$ cat src/hdl/cmpc_defs.svh
// constants of the comparator control register bank
`ifndef CMPC_DEFS_SVH
`define CMPC_DEFS_SVH
`define CMPC_OFF_CTRL_A   32'h0000_0000
`define CMPC_OFF_CTRL_B   32'h0000_0004
`define CMPC_OFF_IRQ_STAT 32'h0000_0008
`define CMPC_OFF_IRQ_MASK 32'h0000_000c
`define CMPC_BIT_RESULT   7
`define CMPC_BIT_DRIVE_N  6
`define CMPC_BIT_POL      5
`define CMPC_BIT_SEL4     4
`define CMPC_BIT_ENABLE   3
`define CMPC_BIT_NEG      2
`define CMPC_BIT_SEL1     1
`define CMPC_BIT_WAKE_N   0
`define CMPC_CTRL_RESET   8'hff
`define CMPC_IRQ_RESET    2'h0
`define CMPC_WARM_CYCLES  3'h4
`define CMPC_RESP_OKAY    2'h0
`define CMPC_RESP_SLVERR  2'h2
`endif

$ cat src/hdl/cmpc_pkg.sv
// types of the comparator control register bank
package cmpc_pkg;
    typedef struct packed {
        logic pos_pin;
        logic neg_pin;
    } cmpc_analog_type;
    typedef struct packed {
        logic result;
        logic pin_out;
        logic pin_oe_n;
        logic wake_en;
    } cmpc_side_type;
    typedef enum logic [1:0] {
        CMPC_RD_IDLE = 2'h1,
        CMPC_RD_RESP = 2'h2
    } cmpc_rd_state_type;
endpackage : cmpc_pkg

$ cat src/hdl/cmpc_regs.sv
// comparator control register bank with axi4-lite slave
`timescale 1ns/1ps
`include "cmpc_defs.svh"
module cmpc_regs #(
    parameter bit TWO_CMP = 1'b1
) (
    input  wire logic                    aclk,
    input  wire logic                    aresetn,
    input  wire logic [31:0]             s_axi_awaddr,
    input  wire logic                    s_axi_awvalid,
    output logic                         s_axi_awready,
    input  wire logic [31:0]             s_axi_wdata,
    input  wire logic [3:0]              s_axi_wstrb,
    input  wire logic                    s_axi_wvalid,
    output logic                         s_axi_wready,
    output logic [1:0]                   s_axi_bresp,
    output logic                         s_axi_bvalid,
    input  wire logic                    s_axi_bready,
    input  wire logic [31:0]             s_axi_araddr,
    input  wire logic                    s_axi_arvalid,
    output logic                         s_axi_arready,
    output logic [31:0]                  s_axi_rdata,
    output logic [1:0]                   s_axi_rresp,
    output logic                         s_axi_rvalid,
    input  wire logic                    s_axi_rready,
    input  wire cmpc_pkg::cmpc_analog_type cmp_a_in,
    input  wire cmpc_pkg::cmpc_analog_type cmp_b_in,
    input  wire logic                    vref_a_gt,
    input  wire logic                    vref_b_gt,
    input  wire logic                    timer_clock_source_option,
    input  wire logic                    t0_pin_clk,
    output cmpc_pkg::cmpc_side_type      cmp_a_side,
    output cmpc_pkg::cmpc_side_type      cmp_b_side,
    output logic                         cmp_a_enable,
    output logic                         cmp_b_enable,
    output logic                         vref_enable,
    output logic                         timer_zero_clk,
    output logic                         timer_pin_override,
    output logic                         wake_req,
    output logic                         irq
);
    logic [7:0] ctrl_a_ff;
    logic [7:0] ctrl_b_ff;
    logic [1:0] irq_stat_ff;
    logic [1:0] irq_mask_ff;
    logic [2:0] sync_a_ff;
    logic [2:0] sync_b_ff;
    logic [2:0] sync_pa_ff;
    logic [2:0] sync_pb_ff;
    logic [2:0] sync_na_ff;
    logic [2:0] sync_nb_ff;
    logic [2:0] sync_t_ff;
    logic       raw_a_ff;
    logic       raw_b_ff;
    logic       pa_ff;
    logic       pb_ff;
    logic       na_ff;
    logic       nb_ff;
    logic       tpin_ff;
    logic       res_a_ff;
    logic       res_b_ff;
    logic       res_a_old_ff;
    logic       res_b_old_ff;
    logic       out_a_ff;
    logic       out_b_ff;
    logic       tclk_ff;
    logic       aw_got_ff;
    logic       w_got_ff;
    logic [31:0] aw_addr_ff;
    logic [7:0] wdata_ff;
    logic       wr_strb_ff;
    logic       bvalid_ff;
    logic [1:0] bresp_ff;
    logic [31:0] rdata_ff;
    logic [1:0] rresp_ff;
    cmpc_pkg::cmpc_rd_state_type rd_state_ff;
    logic       wr_go;
    logic [1:0] chg;
    logic       nxt_a;
    logic       nxt_b;
    logic       b_pos;
    logic       b_neg;
    logic [2:0] warm_ff;

    // three-stage filter: a change counts once stages two and three agree
    function automatic logic filt(input logic [2:0] s, input logic held);
        filt = (s[1] == s[2]) ? s[2] : held;
    endfunction : filt

    // polarity 1 passes result, 0 inverts
    function automatic logic pol(input logic raw, input logic p);
        pol = p ? raw : ~raw;
    endfunction : pol

    //--------------------------------------------------------------
    // input synchronisers
    //--------------------------------------------------------------
    always_ff @(posedge aclk) begin
        if (!aresetn) begin
            sync_a_ff  <= 3'h0;
            sync_b_ff  <= 3'h0;
            sync_pa_ff <= 3'h0;
            sync_pb_ff <= 3'h0;
            sync_na_ff <= 3'h0;
            sync_nb_ff <= 3'h0;
            sync_t_ff  <= 3'h0;
            raw_a_ff   <= 1'b0;
            raw_b_ff   <= 1'b0;
            pa_ff      <= 1'b0;
            pb_ff      <= 1'b0;
            na_ff      <= 1'b0;
            nb_ff      <= 1'b0;
            tpin_ff    <= 1'b0;
        end else begin
            sync_pa_ff <= {sync_pa_ff[1:0], cmp_a_in.pos_pin};
            sync_pb_ff <= {sync_pb_ff[1:0], cmp_b_in.pos_pin};
            sync_na_ff <= {sync_na_ff[1:0], cmp_a_in.neg_pin};
            sync_nb_ff <= {sync_nb_ff[1:0], cmp_b_in.neg_pin};
            sync_a_ff  <= {sync_a_ff[1:0], vref_a_gt};
            sync_b_ff  <= {sync_b_ff[1:0], vref_b_gt};
            sync_t_ff  <= {sync_t_ff[1:0], t0_pin_clk};
            pa_ff      <= filt(sync_pa_ff, pa_ff);
            pb_ff      <= filt(sync_pb_ff, pb_ff);
            na_ff      <= filt(sync_na_ff, na_ff);
            nb_ff      <= filt(sync_nb_ff, nb_ff);
            raw_a_ff   <= filt(sync_a_ff, raw_a_ff);
            raw_b_ff   <= filt(sync_b_ff, raw_b_ff);
            tpin_ff    <= filt(sync_t_ff, tpin_ff);
        end
    end

    //--------------------------------------------------------------
    // comparison
    //--------------------------------------------------------------
    // select one picks B positive pin, else select two decides
    // select two: A positive pin or B negative pin
    assign b_pos = ctrl_b_ff[`CMPC_BIT_SEL1] ? pb_ff : (ctrl_b_ff[`CMPC_BIT_SEL4] ? pa_ff : nb_ff);
    assign b_neg = nb_ff;

    always_comb begin
        // positive above negative gives 1; digital pins stand in
        // negative select: pin when 1, reference compare when 0
        nxt_a = ctrl_a_ff[`CMPC_BIT_NEG] ? (pa_ff & ~na_ff) : raw_a_ff;
        nxt_b = ctrl_b_ff[`CMPC_BIT_NEG] ? (b_pos & ~b_neg) : raw_b_ff;
        nxt_a = pol(nxt_a, ctrl_a_ff[`CMPC_BIT_POL]);
        nxt_b = pol(nxt_b, ctrl_b_ff[`CMPC_BIT_POL]);
    end

    //--------------------------------------------------------------
    // start-up hold
    //--------------------------------------------------------------
    // results wait until the filters hold real pin levels, no false change
    always_ff @(posedge aclk) begin
        if (!aresetn) begin
            warm_ff <= 3'h0;
        end else if (warm_ff != `CMPC_WARM_CYCLES) begin
            warm_ff <= warm_ff + 3'h1;
        end
    end

    //--------------------------------------------------------------
    // results and outputs
    //--------------------------------------------------------------
    always_ff @(posedge aclk) begin
        if (!aresetn) begin
            res_a_ff     <= 1'b1;
            res_b_ff     <= 1'b1;
            res_a_old_ff <= 1'b1;
            res_b_old_ff <= 1'b1;
            out_a_ff     <= 1'b1;
            out_b_ff     <= 1'b1;
            tclk_ff      <= 1'b0;
        end else begin
            if (warm_ff == `CMPC_WARM_CYCLES && ctrl_a_ff[`CMPC_BIT_ENABLE]) begin
                res_a_ff <= nxt_a;
            end
            if (TWO_CMP && warm_ff == `CMPC_WARM_CYCLES && ctrl_b_ff[`CMPC_BIT_ENABLE]) begin
                res_b_ff <= nxt_b;
            end
            res_a_old_ff <= res_a_ff;
            res_b_old_ff <= res_b_ff;
            out_a_ff     <= res_a_ff;
            out_b_ff     <= res_b_ff;
            // comparator output clocks the timer when enabled and select is 0
            if (ctrl_a_ff[`CMPC_BIT_ENABLE] && !ctrl_a_ff[`CMPC_BIT_SEL4]) begin
                tclk_ff <= res_a_ff;
            end else begin
                tclk_ff <= timer_clock_source_option ? tpin_ff : 1'b0;
            end
        end
    end

    // pin drive, wake and timer override assert only while comparator is on
    // pin drive bit low drives the result; oe low means driving
    assign cmp_a_side.result   = res_a_ff;
    assign cmp_a_side.pin_out  = out_a_ff;
    assign cmp_a_side.pin_oe_n = ~(ctrl_a_ff[`CMPC_BIT_ENABLE] & ~ctrl_a_ff[`CMPC_BIT_DRIVE_N]);
    assign cmp_a_side.wake_en  = ctrl_a_ff[`CMPC_BIT_ENABLE] & ~ctrl_a_ff[`CMPC_BIT_WAKE_N];
    assign cmp_b_side.result   = res_b_ff;
    assign cmp_b_side.pin_out  = out_b_ff;
    assign cmp_b_side.pin_oe_n = ~(TWO_CMP & ctrl_b_ff[`CMPC_BIT_ENABLE] & ~ctrl_b_ff[`CMPC_BIT_DRIVE_N]);
    assign cmp_b_side.wake_en  = TWO_CMP & ctrl_b_ff[`CMPC_BIT_ENABLE] & ~ctrl_b_ff[`CMPC_BIT_WAKE_N];
    assign cmp_a_enable       = ctrl_a_ff[`CMPC_BIT_ENABLE];
    assign cmp_b_enable       = TWO_CMP & ctrl_b_ff[`CMPC_BIT_ENABLE];
    // voltage reference only on the two-comparator variant
    assign vref_enable        = TWO_CMP & ~(ctrl_b_ff[`CMPC_BIT_NEG] & ctrl_a_ff[`CMPC_BIT_NEG]);
    assign timer_zero_clk     = tclk_ff;
    assign timer_pin_override = ctrl_a_ff[`CMPC_BIT_ENABLE] & ~ctrl_a_ff[`CMPC_BIT_SEL4];
    assign chg                = {res_b_ff ^ res_b_old_ff, res_a_ff ^ res_a_old_ff};
    // output change wakes the device only when wake bit is 0
    assign wake_req           = (chg[0] & cmp_a_side.wake_en) | (chg[1] & cmp_b_side.wake_en);
    assign irq                = |(irq_stat_ff & irq_mask_ff);

    //--------------------------------------------------------------
    // axi4-lite write
    //--------------------------------------------------------------
    assign s_axi_awready = ~aw_got_ff & ~bvalid_ff;
    assign s_axi_wready  = ~w_got_ff & ~bvalid_ff;
    assign s_axi_bvalid  = bvalid_ff;
    assign s_axi_bresp   = bresp_ff;
    assign wr_go         = aw_got_ff & w_got_ff & ~bvalid_ff;

    always_ff @(posedge aclk) begin
        if (!aresetn) begin
            aw_got_ff  <= 1'b0;
            w_got_ff   <= 1'b0;
            aw_addr_ff <= 32'h0000_0000;
            wdata_ff   <= 8'h00;
            wr_strb_ff <= 1'b0;
            bvalid_ff  <= 1'b0;
            bresp_ff   <= `CMPC_RESP_OKAY;
        end else begin
            if (s_axi_awvalid && s_axi_awready) begin
                aw_got_ff  <= 1'b1;
                aw_addr_ff <= s_axi_awaddr;
            end
            if (s_axi_wvalid && s_axi_wready) begin
                w_got_ff   <= 1'b1;
                wdata_ff   <= s_axi_wdata[7:0];
                wr_strb_ff <= s_axi_wstrb[0];
            end
            if (wr_go) begin
                aw_got_ff <= 1'b0;
                w_got_ff  <= 1'b0;
                bvalid_ff <= 1'b1;
                case ({aw_addr_ff[31:2], 2'h0})
                    `CMPC_OFF_CTRL_A, `CMPC_OFF_IRQ_STAT, `CMPC_OFF_IRQ_MASK: bresp_ff <= `CMPC_RESP_OKAY;
                    `CMPC_OFF_CTRL_B: bresp_ff <= TWO_CMP ? `CMPC_RESP_OKAY : `CMPC_RESP_SLVERR;
                    default: bresp_ff <= `CMPC_RESP_SLVERR;
                endcase
            end else if (bvalid_ff && s_axi_bready) begin
                bvalid_ff <= 1'b0;
            end
        end
    end

    //--------------------------------------------------------------
    // control registers
    //--------------------------------------------------------------
    // control A, bit 7 read-only, all bits one after reset
    // control B has the same layout as control A
    always_ff @(posedge aclk) begin
        if (!aresetn) begin
            ctrl_a_ff <= `CMPC_CTRL_RESET;
            ctrl_b_ff <= `CMPC_CTRL_RESET;
        end else if (wr_go && wr_strb_ff) begin
            if ({aw_addr_ff[31:2], 2'h0} == `CMPC_OFF_CTRL_A) begin
                ctrl_a_ff <= {1'b1, wdata_ff[6:0]};
            end
            if (TWO_CMP && {aw_addr_ff[31:2], 2'h0} == `CMPC_OFF_CTRL_B) begin
                ctrl_b_ff <= {1'b1, wdata_ff[6:0]};
            end
        end
    end

    //--------------------------------------------------------------
    // interrupt status and mask
    //--------------------------------------------------------------
    always_ff @(posedge aclk) begin
        if (!aresetn) begin
            irq_stat_ff <= `CMPC_IRQ_RESET;
            irq_mask_ff <= `CMPC_IRQ_RESET;
        end else begin
            // set wins over write-one-to-clear
            if (wr_go && wr_strb_ff && {aw_addr_ff[31:2], 2'h0} == `CMPC_OFF_IRQ_STAT) begin
                irq_stat_ff <= (irq_stat_ff & ~wdata_ff[1:0]) | chg;
            end else begin
                irq_stat_ff <= irq_stat_ff | chg;
            end
            if (wr_go && wr_strb_ff && {aw_addr_ff[31:2], 2'h0} == `CMPC_OFF_IRQ_MASK) begin
                irq_mask_ff <= wdata_ff[1:0];
            end
        end
    end

    //--------------------------------------------------------------
    // axi4-lite read
    //--------------------------------------------------------------
    assign s_axi_arready = (rd_state_ff == cmpc_pkg::CMPC_RD_IDLE);
    assign s_axi_rvalid  = (rd_state_ff == cmpc_pkg::CMPC_RD_RESP);
    assign s_axi_rdata   = rdata_ff;
    assign s_axi_rresp   = rresp_ff;

    always_ff @(posedge aclk) begin
        if (!aresetn) begin
            rd_state_ff <= cmpc_pkg::CMPC_RD_IDLE;
            rdata_ff    <= 32'h0000_0000;
            rresp_ff    <= `CMPC_RESP_OKAY;
        end else begin
            case (rd_state_ff)
                cmpc_pkg::CMPC_RD_IDLE: begin
                    if (s_axi_arvalid) begin
                        rd_state_ff <= cmpc_pkg::CMPC_RD_RESP;
                        rresp_ff    <= `CMPC_RESP_OKAY;
                        case ({s_axi_araddr[31:2], 2'h0})
                            `CMPC_OFF_CTRL_A: rdata_ff <= {24'h00_0000, res_a_ff, ctrl_a_ff[6:0]};
                            `CMPC_OFF_CTRL_B: begin
                                rdata_ff <= TWO_CMP ? {24'h00_0000, res_b_ff, ctrl_b_ff[6:0]} : 32'h0000_0000;
                                rresp_ff <= TWO_CMP ? `CMPC_RESP_OKAY : `CMPC_RESP_SLVERR;
                            end
                            `CMPC_OFF_IRQ_STAT: rdata_ff <= {30'h0000_0000, irq_stat_ff};
                            `CMPC_OFF_IRQ_MASK: rdata_ff <= {30'h0000_0000, irq_mask_ff};
                            default: begin
                                rdata_ff <= 32'h0000_0000;
                                rresp_ff <= `CMPC_RESP_SLVERR;
                            end
                        endcase
                    end
                end
                cmpc_pkg::CMPC_RD_RESP: begin
                    if (s_axi_rready) begin
                        rd_state_ff <= cmpc_pkg::CMPC_RD_IDLE;
                    end
                end
                default: rd_state_ff <= cmpc_pkg::CMPC_RD_IDLE;
            endcase
        end
    end
endmodule : cmpc_regs

$ cat config.mk
export PLATFORM = sky130hd
export DESIGN_NAME = cmpc_regs
export DESIGN_NICKNAME = d
export VERILOG_FILES = /design/src/hdl/cmpc_pkg.sv /design/src/hdl/cmpc_regs.sv
export VERILOG_INCLUDE_DIRS = /design/src /design/src/hdl
export SDC_FILE = /design/constraint.sdc
export NUM_CORES = 1
export LEC_CHECK = 0
export BUFFER_PORTS_ARGS = -buffer_cell sky130_fd_sc_hd__buf_2
export CAP_MARGIN = 0
export CORE_MARGIN = 10
export CORE_UTILIZATION = 49
export CTS_BUF_LIST = sky130_fd_sc_hd__clkbuf_16
export DETAILED_ROUTE_END_ITERATION = 6
export GPL_TIMING_DRIVEN = 0
export PLACE_DENSITY_LB_ADDON = 0.12
export SYNTH_ARGS = -nofsm -noshare
export SYNTH_HDL_FRONTEND = slang
export SYNTH_SLANG_ARGS = --single-unit
$ cat constraint.sdc
create_clock -name aclk -period 2.5 [get_ports aclk]
set_clock_uncertainty 0.05 [all_clocks]
set_input_delay 0.5 -clock aclk [delete_from_list [all_inputs] [get_ports aclk]]
set_output_delay 0.5 -clock aclk [all_outputs]
set_load 0.02 [all_outputs]
==> impl_results.md, run 1 <==
* Die W at 116 um
* Clock transition at path regs at about 0.07 ns
* RSZ-0062 raised after global routing: no
* Antenna violations before repair at 0
* Multi-input logic area at 2160 sq um
* Worst-Margin Slew at ~0.69 ns
* Final Cycle Share at 85.6%
* # diodes at 0
* Worst setup EP type: flop
* Layout cells sized above 1 at 25.6%
* DIE AREA at 13600 sq um
* Routed vias at between 3000 and 4000
* GP Congestion at 0.805
* Setup violations, final at 0
* CTS tree: done
* Flop2flop setup slack at between 0.3 and 0.4 ns
* Clock period minus worst slack at 2.14 ns
* Hold Crit Class: input port to flop
* Total chip power at 0.00373 W
* Vias per cell at 4.91
* Max-slew violation count at 0
* MaxCap Viol Count at 0
* CP arrival at 2.35 ns
* RR Startpoint: aw_addr_ff[13]
* Maximum number of buffers from clock root to sink at 2
* Post-CTS Resized at 0
* Final Hold Fails at 0
* GRT overflow at 0
* Setup repair bufs after CTS at 0
* FF-to-FF path depth at 4
* Hold_buf cts at 0
* Syn avg cell area at 9.07 sq um
* Most used DFF post-synth: dfxtp_1
* Outcome: complete, no violations
* Peak supply drop at 0.000348 V
* Vias in the first global route at 3756
* Clock sinks at 107
* Total GRT Usage at 16.3%
* Fraction of registers with async set/reset at 0%
* Core footprint at 9150 sq um
* Routed WL per cell at about 15 um
* Hold EP: sync_pb_ff[0]
* Routed wire length at between 10000 and 15000 um
* Largest net degree at the start of global routing at 20
* Power Dens Cells at 661 nW/um^2
* Setup TNS at 0 ns
* Synth Instances at 502
* DRT Pass-1 Iters at 4
* Synth cell types at 38
* Pleak at 2.47 nW
* Ports at between 150 and 200
* Post-route ant nets at 0
* CP startpoint kind: flop
* Critical Path RT at 2.71 ns
* H-tree levels at 3
* Maximum clock frequency at 0.467 GHz
* Clock Root Buffer: clkbuf_16
* Fill count at 829
* Row count at 35
* Worst r2r dst: ctrl_b_ff[0]
* Post-synth EDFFs at 0
* DRC violations left at 0
* Hold wc startpoint: cmp_b_in[1]
* Crit Path Class: flop to flop
* Netlist Area Pre-Place at 4560 sq um
* Detailed Place HPWL at 8780 um
* Clock latency at the later pin of the worst-skew pair at between 0.3 and 0.4 ns
* Max FO, Critical Path at 7
* Slew margin rel. at 53.7%
* TritonCTS buffer count at 9
* Number of port buffers at between 100 and 150
* FF+latch count, synth at 107
* DRT iter0 DRCs at 122
* YS warnings at 0
* Die Height at roughly 120 um
* Storage element area at 2140 sq um
* Initial core utilization at 49.8%
* Area Growth Syn to Fin at 23.9%
* Final nets at 765
* First-pass GRT wire length at 17700 um
* Seq/Total Area, Yosys at 47.0%
* Worst hold stages at 2
## kinds of logic (layout without fill, tap and decap cells)
kind of cell	Yosys count	in the layout	share of synthesized area, %
buffers and inverters	61	187	7.69
multiplexers	24	24	5.82
XOR/XNOR	3	3	0.577
AND/OR/NAND/NOR	222	222	25.4
adder cells (fa/ha/maj)	2	2	0.549
flip-flops	107	107	47.0
AO/OA/AOI/OAI	82	82	12.8
other	1	26	0.0823
## power breakdown
group / switching, W / internal [W] / leakage [nW]
Combinational: 0.000252 / 0.000195 / 1.46
Sequential: 0.0000537 / 0.00178 / 0.875
Clock: 0.000658 / 0.000793 / 0.145
Total: 0.000964 / 0.00277 / 2.48
## layout make-up
class / count / area share [%]
plain buffers: 53 / 5.67
clock buffers: 9 / 3.99
clock inverters: 7 / 1.46
inverters: 8 / 0.532
multi-input cells: 359 / 38.2
flip-flops and latches: 107 / 37.9
well taps: 111 / 2.46
repair buffers: 110 / 9.75
## critical path, cell delays in order (launching register included)
cell     delay, ns
dfxtp_1       0.32
nor4_1        0.53
nand3_1       0.26
nor4_4        0.65
mux2i_1       0.26
## cells in the mapped netlist (2+ instances only)
library cell,count,area (sq um)
ha_1,2,25.0
xnor2_1,3,26.3
nand2_1,105,394
clkbuf_1,21,78.8
a22o_1,2,17.5
buf_4,30,225
nor4_1,12,75.1
a21oi_1,2,10.0
o31ai_1,2,15.0
nand2b_1,8,50.1
mux4_2,2,45.0
o41ai_1,6,52.6
o21a_1,2,15.0
a31oi_1,6,37.5
nor2b_1,28,175
mux2i_1,22,220
nor4_2,2,25.0
inv_1,8,30.0
nor2_1,11,41.3
and3b_1,2,17.5
a21boi_0,47,353
nand3_1,7,35.0
nand3b_1,5,37.5
o21ai_0,13,65.1
nor4_4,2,42.5
and2_1,33,206
nand4_1,2,12.5
dfxtp_1,107,2140
## stage by stage
step	utilization (%)	hold WS [ns]	area, sq um	instances	setup slack [ns]
2_1_floorplan	-	0.362	4650	527	0.695
5_1_grt	61.7	0.296	5650	764	0.209
3_3_place_gp	58.3	0.363	5340	748	0.480
6_report	61.7	0.314	5650	764	0.360
4_1_cts	61.7	0.304	5650	764	0.364
3_5_place_dp	58.3	0.369	5340	748	0.421
## per-layer routing
metal | part of all wire (%) | wire (um) | vias to the layer above | GRT usage (%)
li1 | - | - | 1926 | -
met1 | 44 | 4930 | 1714 | 19.9
met2 | 46 | 5150 | 103 | 26.7
met3 | 8.7 | 972 | 5 | 5.70
met4 | 0.56 | 62 | 0 | 4.17
met5 | 0 | 0 | - | 0
## registers in the layout (all words and copies together) (netlist names), 2 cells and up
register	count
sync_na_ff	3
sync_pb_ff	3
aw_addr_ff	30
sync_a_ff	3
s_axi_rdata	8
sync_b_ff	3
sync_t_ff	3
wdata_ff	7
ctrl_a_ff	7
warm_ff	3
irq_mask_ff	2
sync_nb_ff	3
irq_stat_ff	2
rd_state_ff	2
ctrl_b_ff	7
sync_pa_ff	3
## cell usage in the layout (no fill, tap or decap), types with 11 or more instances in the layout
cell type and instances:
conb_1 26, a21boi_0 47, and2_1 33, buf_2 111, nor2b_1 28, nor4_1 12, buf_4 30, dfxtp_1 107
clkbuf_1 21, nor2_1 11, o21ai_0 13, mux2i_1 22, nand2_1 105
## worst max-delay path by stage
stage	from	to	cells past startpoint
after floorplan	ctrl_a_ff[3]	wake_req	2
final	aw_addr_ff[13]	ctrl_b_ff[0]	4
after global routing	aw_addr_ff[31]	ctrl_b_ff[0]	4
after global placement	aw_addr_ff[13]	ctrl_b_ff[5]	4
after detailed placement	aw_addr_ff[13]	ctrl_b_ff[2]	4
after CTS	aw_addr_ff[13]	ctrl_b_ff[2]	4
Note: power is estimated with default switching activity, not from simulation.
==> inputs of run 2 (changes only) <==
clock period = 2.2 ns   (was 2.5 ns; I/O delays follow)
==> impl_results.md, run 2 (same netlist as run 1, synthesis figures left out) <==
* Outcome: complete, no violations (unchanged)
* Row count at 35 (unchanged)
* Post-route ant nets at 0 (unchanged)
* Crit-path cells: nor4_1, nand3_1, or4b_4, buf_6, mux2i_1 (was nor4_1, nand3_1, nor4_4, mux2i_1)
* Pleak at 2.48 nW (was 2.47 nW)
* Largest net degree at the start of global routing at 20 (unchanged)
* Final nets at 766 (was 765)
* Area Growth Syn to Fin at 24.5% (was 23.9%)
* Final Hold Fails at 0 (unchanged)
* Setup violations, final at 0 (unchanged)
* WP depth at 5 (was 4)
* Power Dens Cells at 750 nW/um^2 (was 661 nW/um^2)
* Clock latency at the later pin of the worst-skew pair at 0.34 ns (about the same)
* Layout cells sized above 1 at 25.8% (was 25.6%)
* Clock period minus worst slack at 2.00 ns (was 2.14 ns)
* GRT overflow at 0 (unchanged)
* Slew margin rel. at 62.5% (was 53.7%)
* CP arrival at 2.18 ns (was 2.35 ns)
* Critical path launch point: aw_addr_ff[6] (was aw_addr_ff[13])
* Most frequent cells in the layout: buf_2 (111), dfxtp_1 (107), nand2_1 (105) (unchanged)
* Antenna violations before repair at 0 (unchanged)
* GP Congestion at 0.805 (unchanged)
* MaxCap Viol Count at 0 (unchanged)
* Clock sinks at 107 (unchanged)
* Setup TNS at 0 ns (unchanged)
* Max FO, Critical Path at 7 (unchanged)
* Hold_buf cts at 0 (unchanged)
* Maximum clock frequency at 0.499 GHz (was 0.467 GHz)
* Final Cycle Share at 91.1% (was 85.6%)
* DRT iter0 DRCs at 155 (was 122)
* FF-to-FF path depth at 5 (was 4)
* Vias in the first global route at 3756 (unchanged)
* RSZ-0062 raised after global routing: no (unchanged)
* Worst r2r dst: ctrl_a_ff[1] (was ctrl_b_ff[0])
* CP startpoint kind: flop (unchanged)
* Routed WL per cell at 14.5 um (about the same)
* Detailed Place HPWL at 8780 um (unchanged)
* Worst setup EP type: flop (unchanged)
* CTS tree: done (unchanged)
* Routed wire length at 11100 um (about the same)
* Critical Path RT at 2.37 ns (was 2.71 ns)
* Routed vias at 3736 (was 3748)
* DRT Pass-1 Iters at 4 (unchanged)
* Max reg flops at 30 (unchanged)
* DIE AREA at 13600 sq um (unchanged)
* Worst-Margin Slew at 0.557 ns (was 0.689 ns)
* Fill count at 825 (was 829)
* # diodes at 0 (unchanged)
* Largest Register: aw_addr_ff (unchanged)
* Buffers & Inverters on Critical Path at 1 (was 0)
* Critical Path Slowest Stage Cell: or4b_4 (was nor4_4)
* RR Startpoint: aw_addr_ff[6] (was aw_addr_ff[13])
* Flop2flop setup slack at 0.20 ns (was 0.36 ns)
* Maximum number of buffers from clock root to sink at 2 (unchanged)
* Vias per cell at 4.88 (was 4.91)
* Final core utilization at 62.0% (was 61.7%)
* Storage element area at 2140 sq um (unchanged)
* Hold Crit Class: input port to flop (unchanged)
* CP top delay family: simple AND/OR/NAND/NOR gates (unchanged)
* Number of port buffers at 110 (unchanged)
* Clock Root Buffer: clkbuf_16 (unchanged)
* Largest stage delay, worst path at 0.57 ns (was 0.65 ns)
* Crit path capture: ctrl_a_ff[1] (was ctrl_b_ff[0])
* Total GRT Usage at 16.3% (unchanged)
* Max-slew violation count at 0 (unchanged)
* Peak supply drop at 0.000396 V (was 0.000348 V)
* Core footprint at 9150 sq um (unchanged)
* DRC violations left at 0 (unchanged)
* Multi-input logic area at 2160 sq um (about the same)
* First-pass GRT wire length at 17700 um (unchanged)
* H-tree levels at 3 (unchanged)
* Initial core utilization at 49.8% (unchanged)
* Die Height at 116 um (unchanged)
* Clock transition at path regs at 0.07 ns (about the same)
* TritonCTS buffer count at 9 (unchanged)
* Crit Path Class: flop to flop (unchanged)
* Die W at 116 um (unchanged)
* Commonest non-fill, non-tap cell in the layout: buf_2 (unchanged)
* Ports at 171 (unchanged)
[run 2: layout make-up]
class,count,share of cell area (%)
clock inverter,7,1.46
timing repair buffer,111,10.1
clock buffer,9,3.97
multi-input combinational,359,38.1
tap,111,2.45
buffer,53,5.65
inverter,8,0.529
sequential,107,37.8
[run 2: worst min path at each step]
stage	slack, ns	depth (start not counted)	start	end
after global placement	0.36	1	sync_nb_ff[0]	sync_nb_ff[1]
after detailed placement	0.37	1	sync_pa_ff[0]	sync_pa_ff[1]
after CTS	0.24	2	cmp_a_in[1]	sync_pa_ff[0]
after floorplan	0.36	1	sync_a_ff[0]	sync_a_ff[1]
after global routing	0.24	2	cmp_a_in[1]	sync_pa_ff[0]
final	0.25	2	cmp_b_in[1]	sync_pb_ff[0]
[run 2: what timing repair did]
| item | CTS | global route |
|---|---|---|
| resized for setup | 0 | 1 |
| setup endpoints to repair | 0 | 9 |
| buffers inserted | 0 | 1 |
[run 2: through the flow]
step           hold slack (ns)  total power, W  setup slack (ns)  cell area [sq um]  std cells
3_5_place_dp             0.369         0.00264             0.121               5340        748
4_1_cts                  0.244         0.00428            0.0643               5650        764
2_1_floorplan            0.362         0.00247             0.455               4650        527
6_report                 0.253         0.00425             0.195               5670        765
5_1_grt                  0.236         0.00445            0.0900               5670        765
3_3_place_gp             0.363         0.00262             0.180               5340        748
[run 2: power breakdown]
| part | internal (W) | total, W | leakage, nW | switching, W |
|---|---|---|---|---|
| sequential | 0.00203 | 0.00209 | 0.875 | 0.0000613 |
| combinational | 0.000222 | 0.000509 | 1.46 | 0.000287 |
| clock | 0.000902 | 0.00166 | 0.145 | 0.000757 |
| total | 0.00315 | 0.00425 | 2.48 | 0.00111 |
[run 2: worst reg2reg max path: cells and delay by family (launching register included)]
| family | cells | cell delay, ns |
|---|---|---|
| buffers and inverters | 1 | 0.16 |
| DFF | 1 | 0.32 |
| muxes | 1 | 0.12 |
| and+or+nand+nor | 3 | 1.25 |
[run 2: routing by layer]
layer | vias to the layer above | part of all wire, % | global-route usage (%)
met2 | 108 | 46 | 26.7
met3 | 6 | 9.2 | 5.70
met1 | 1698 | 44 | 19.9
met5 | - | 0 | 0
met4 | 0 | 0.72 | 4.17
li1 | 1924 | - | -
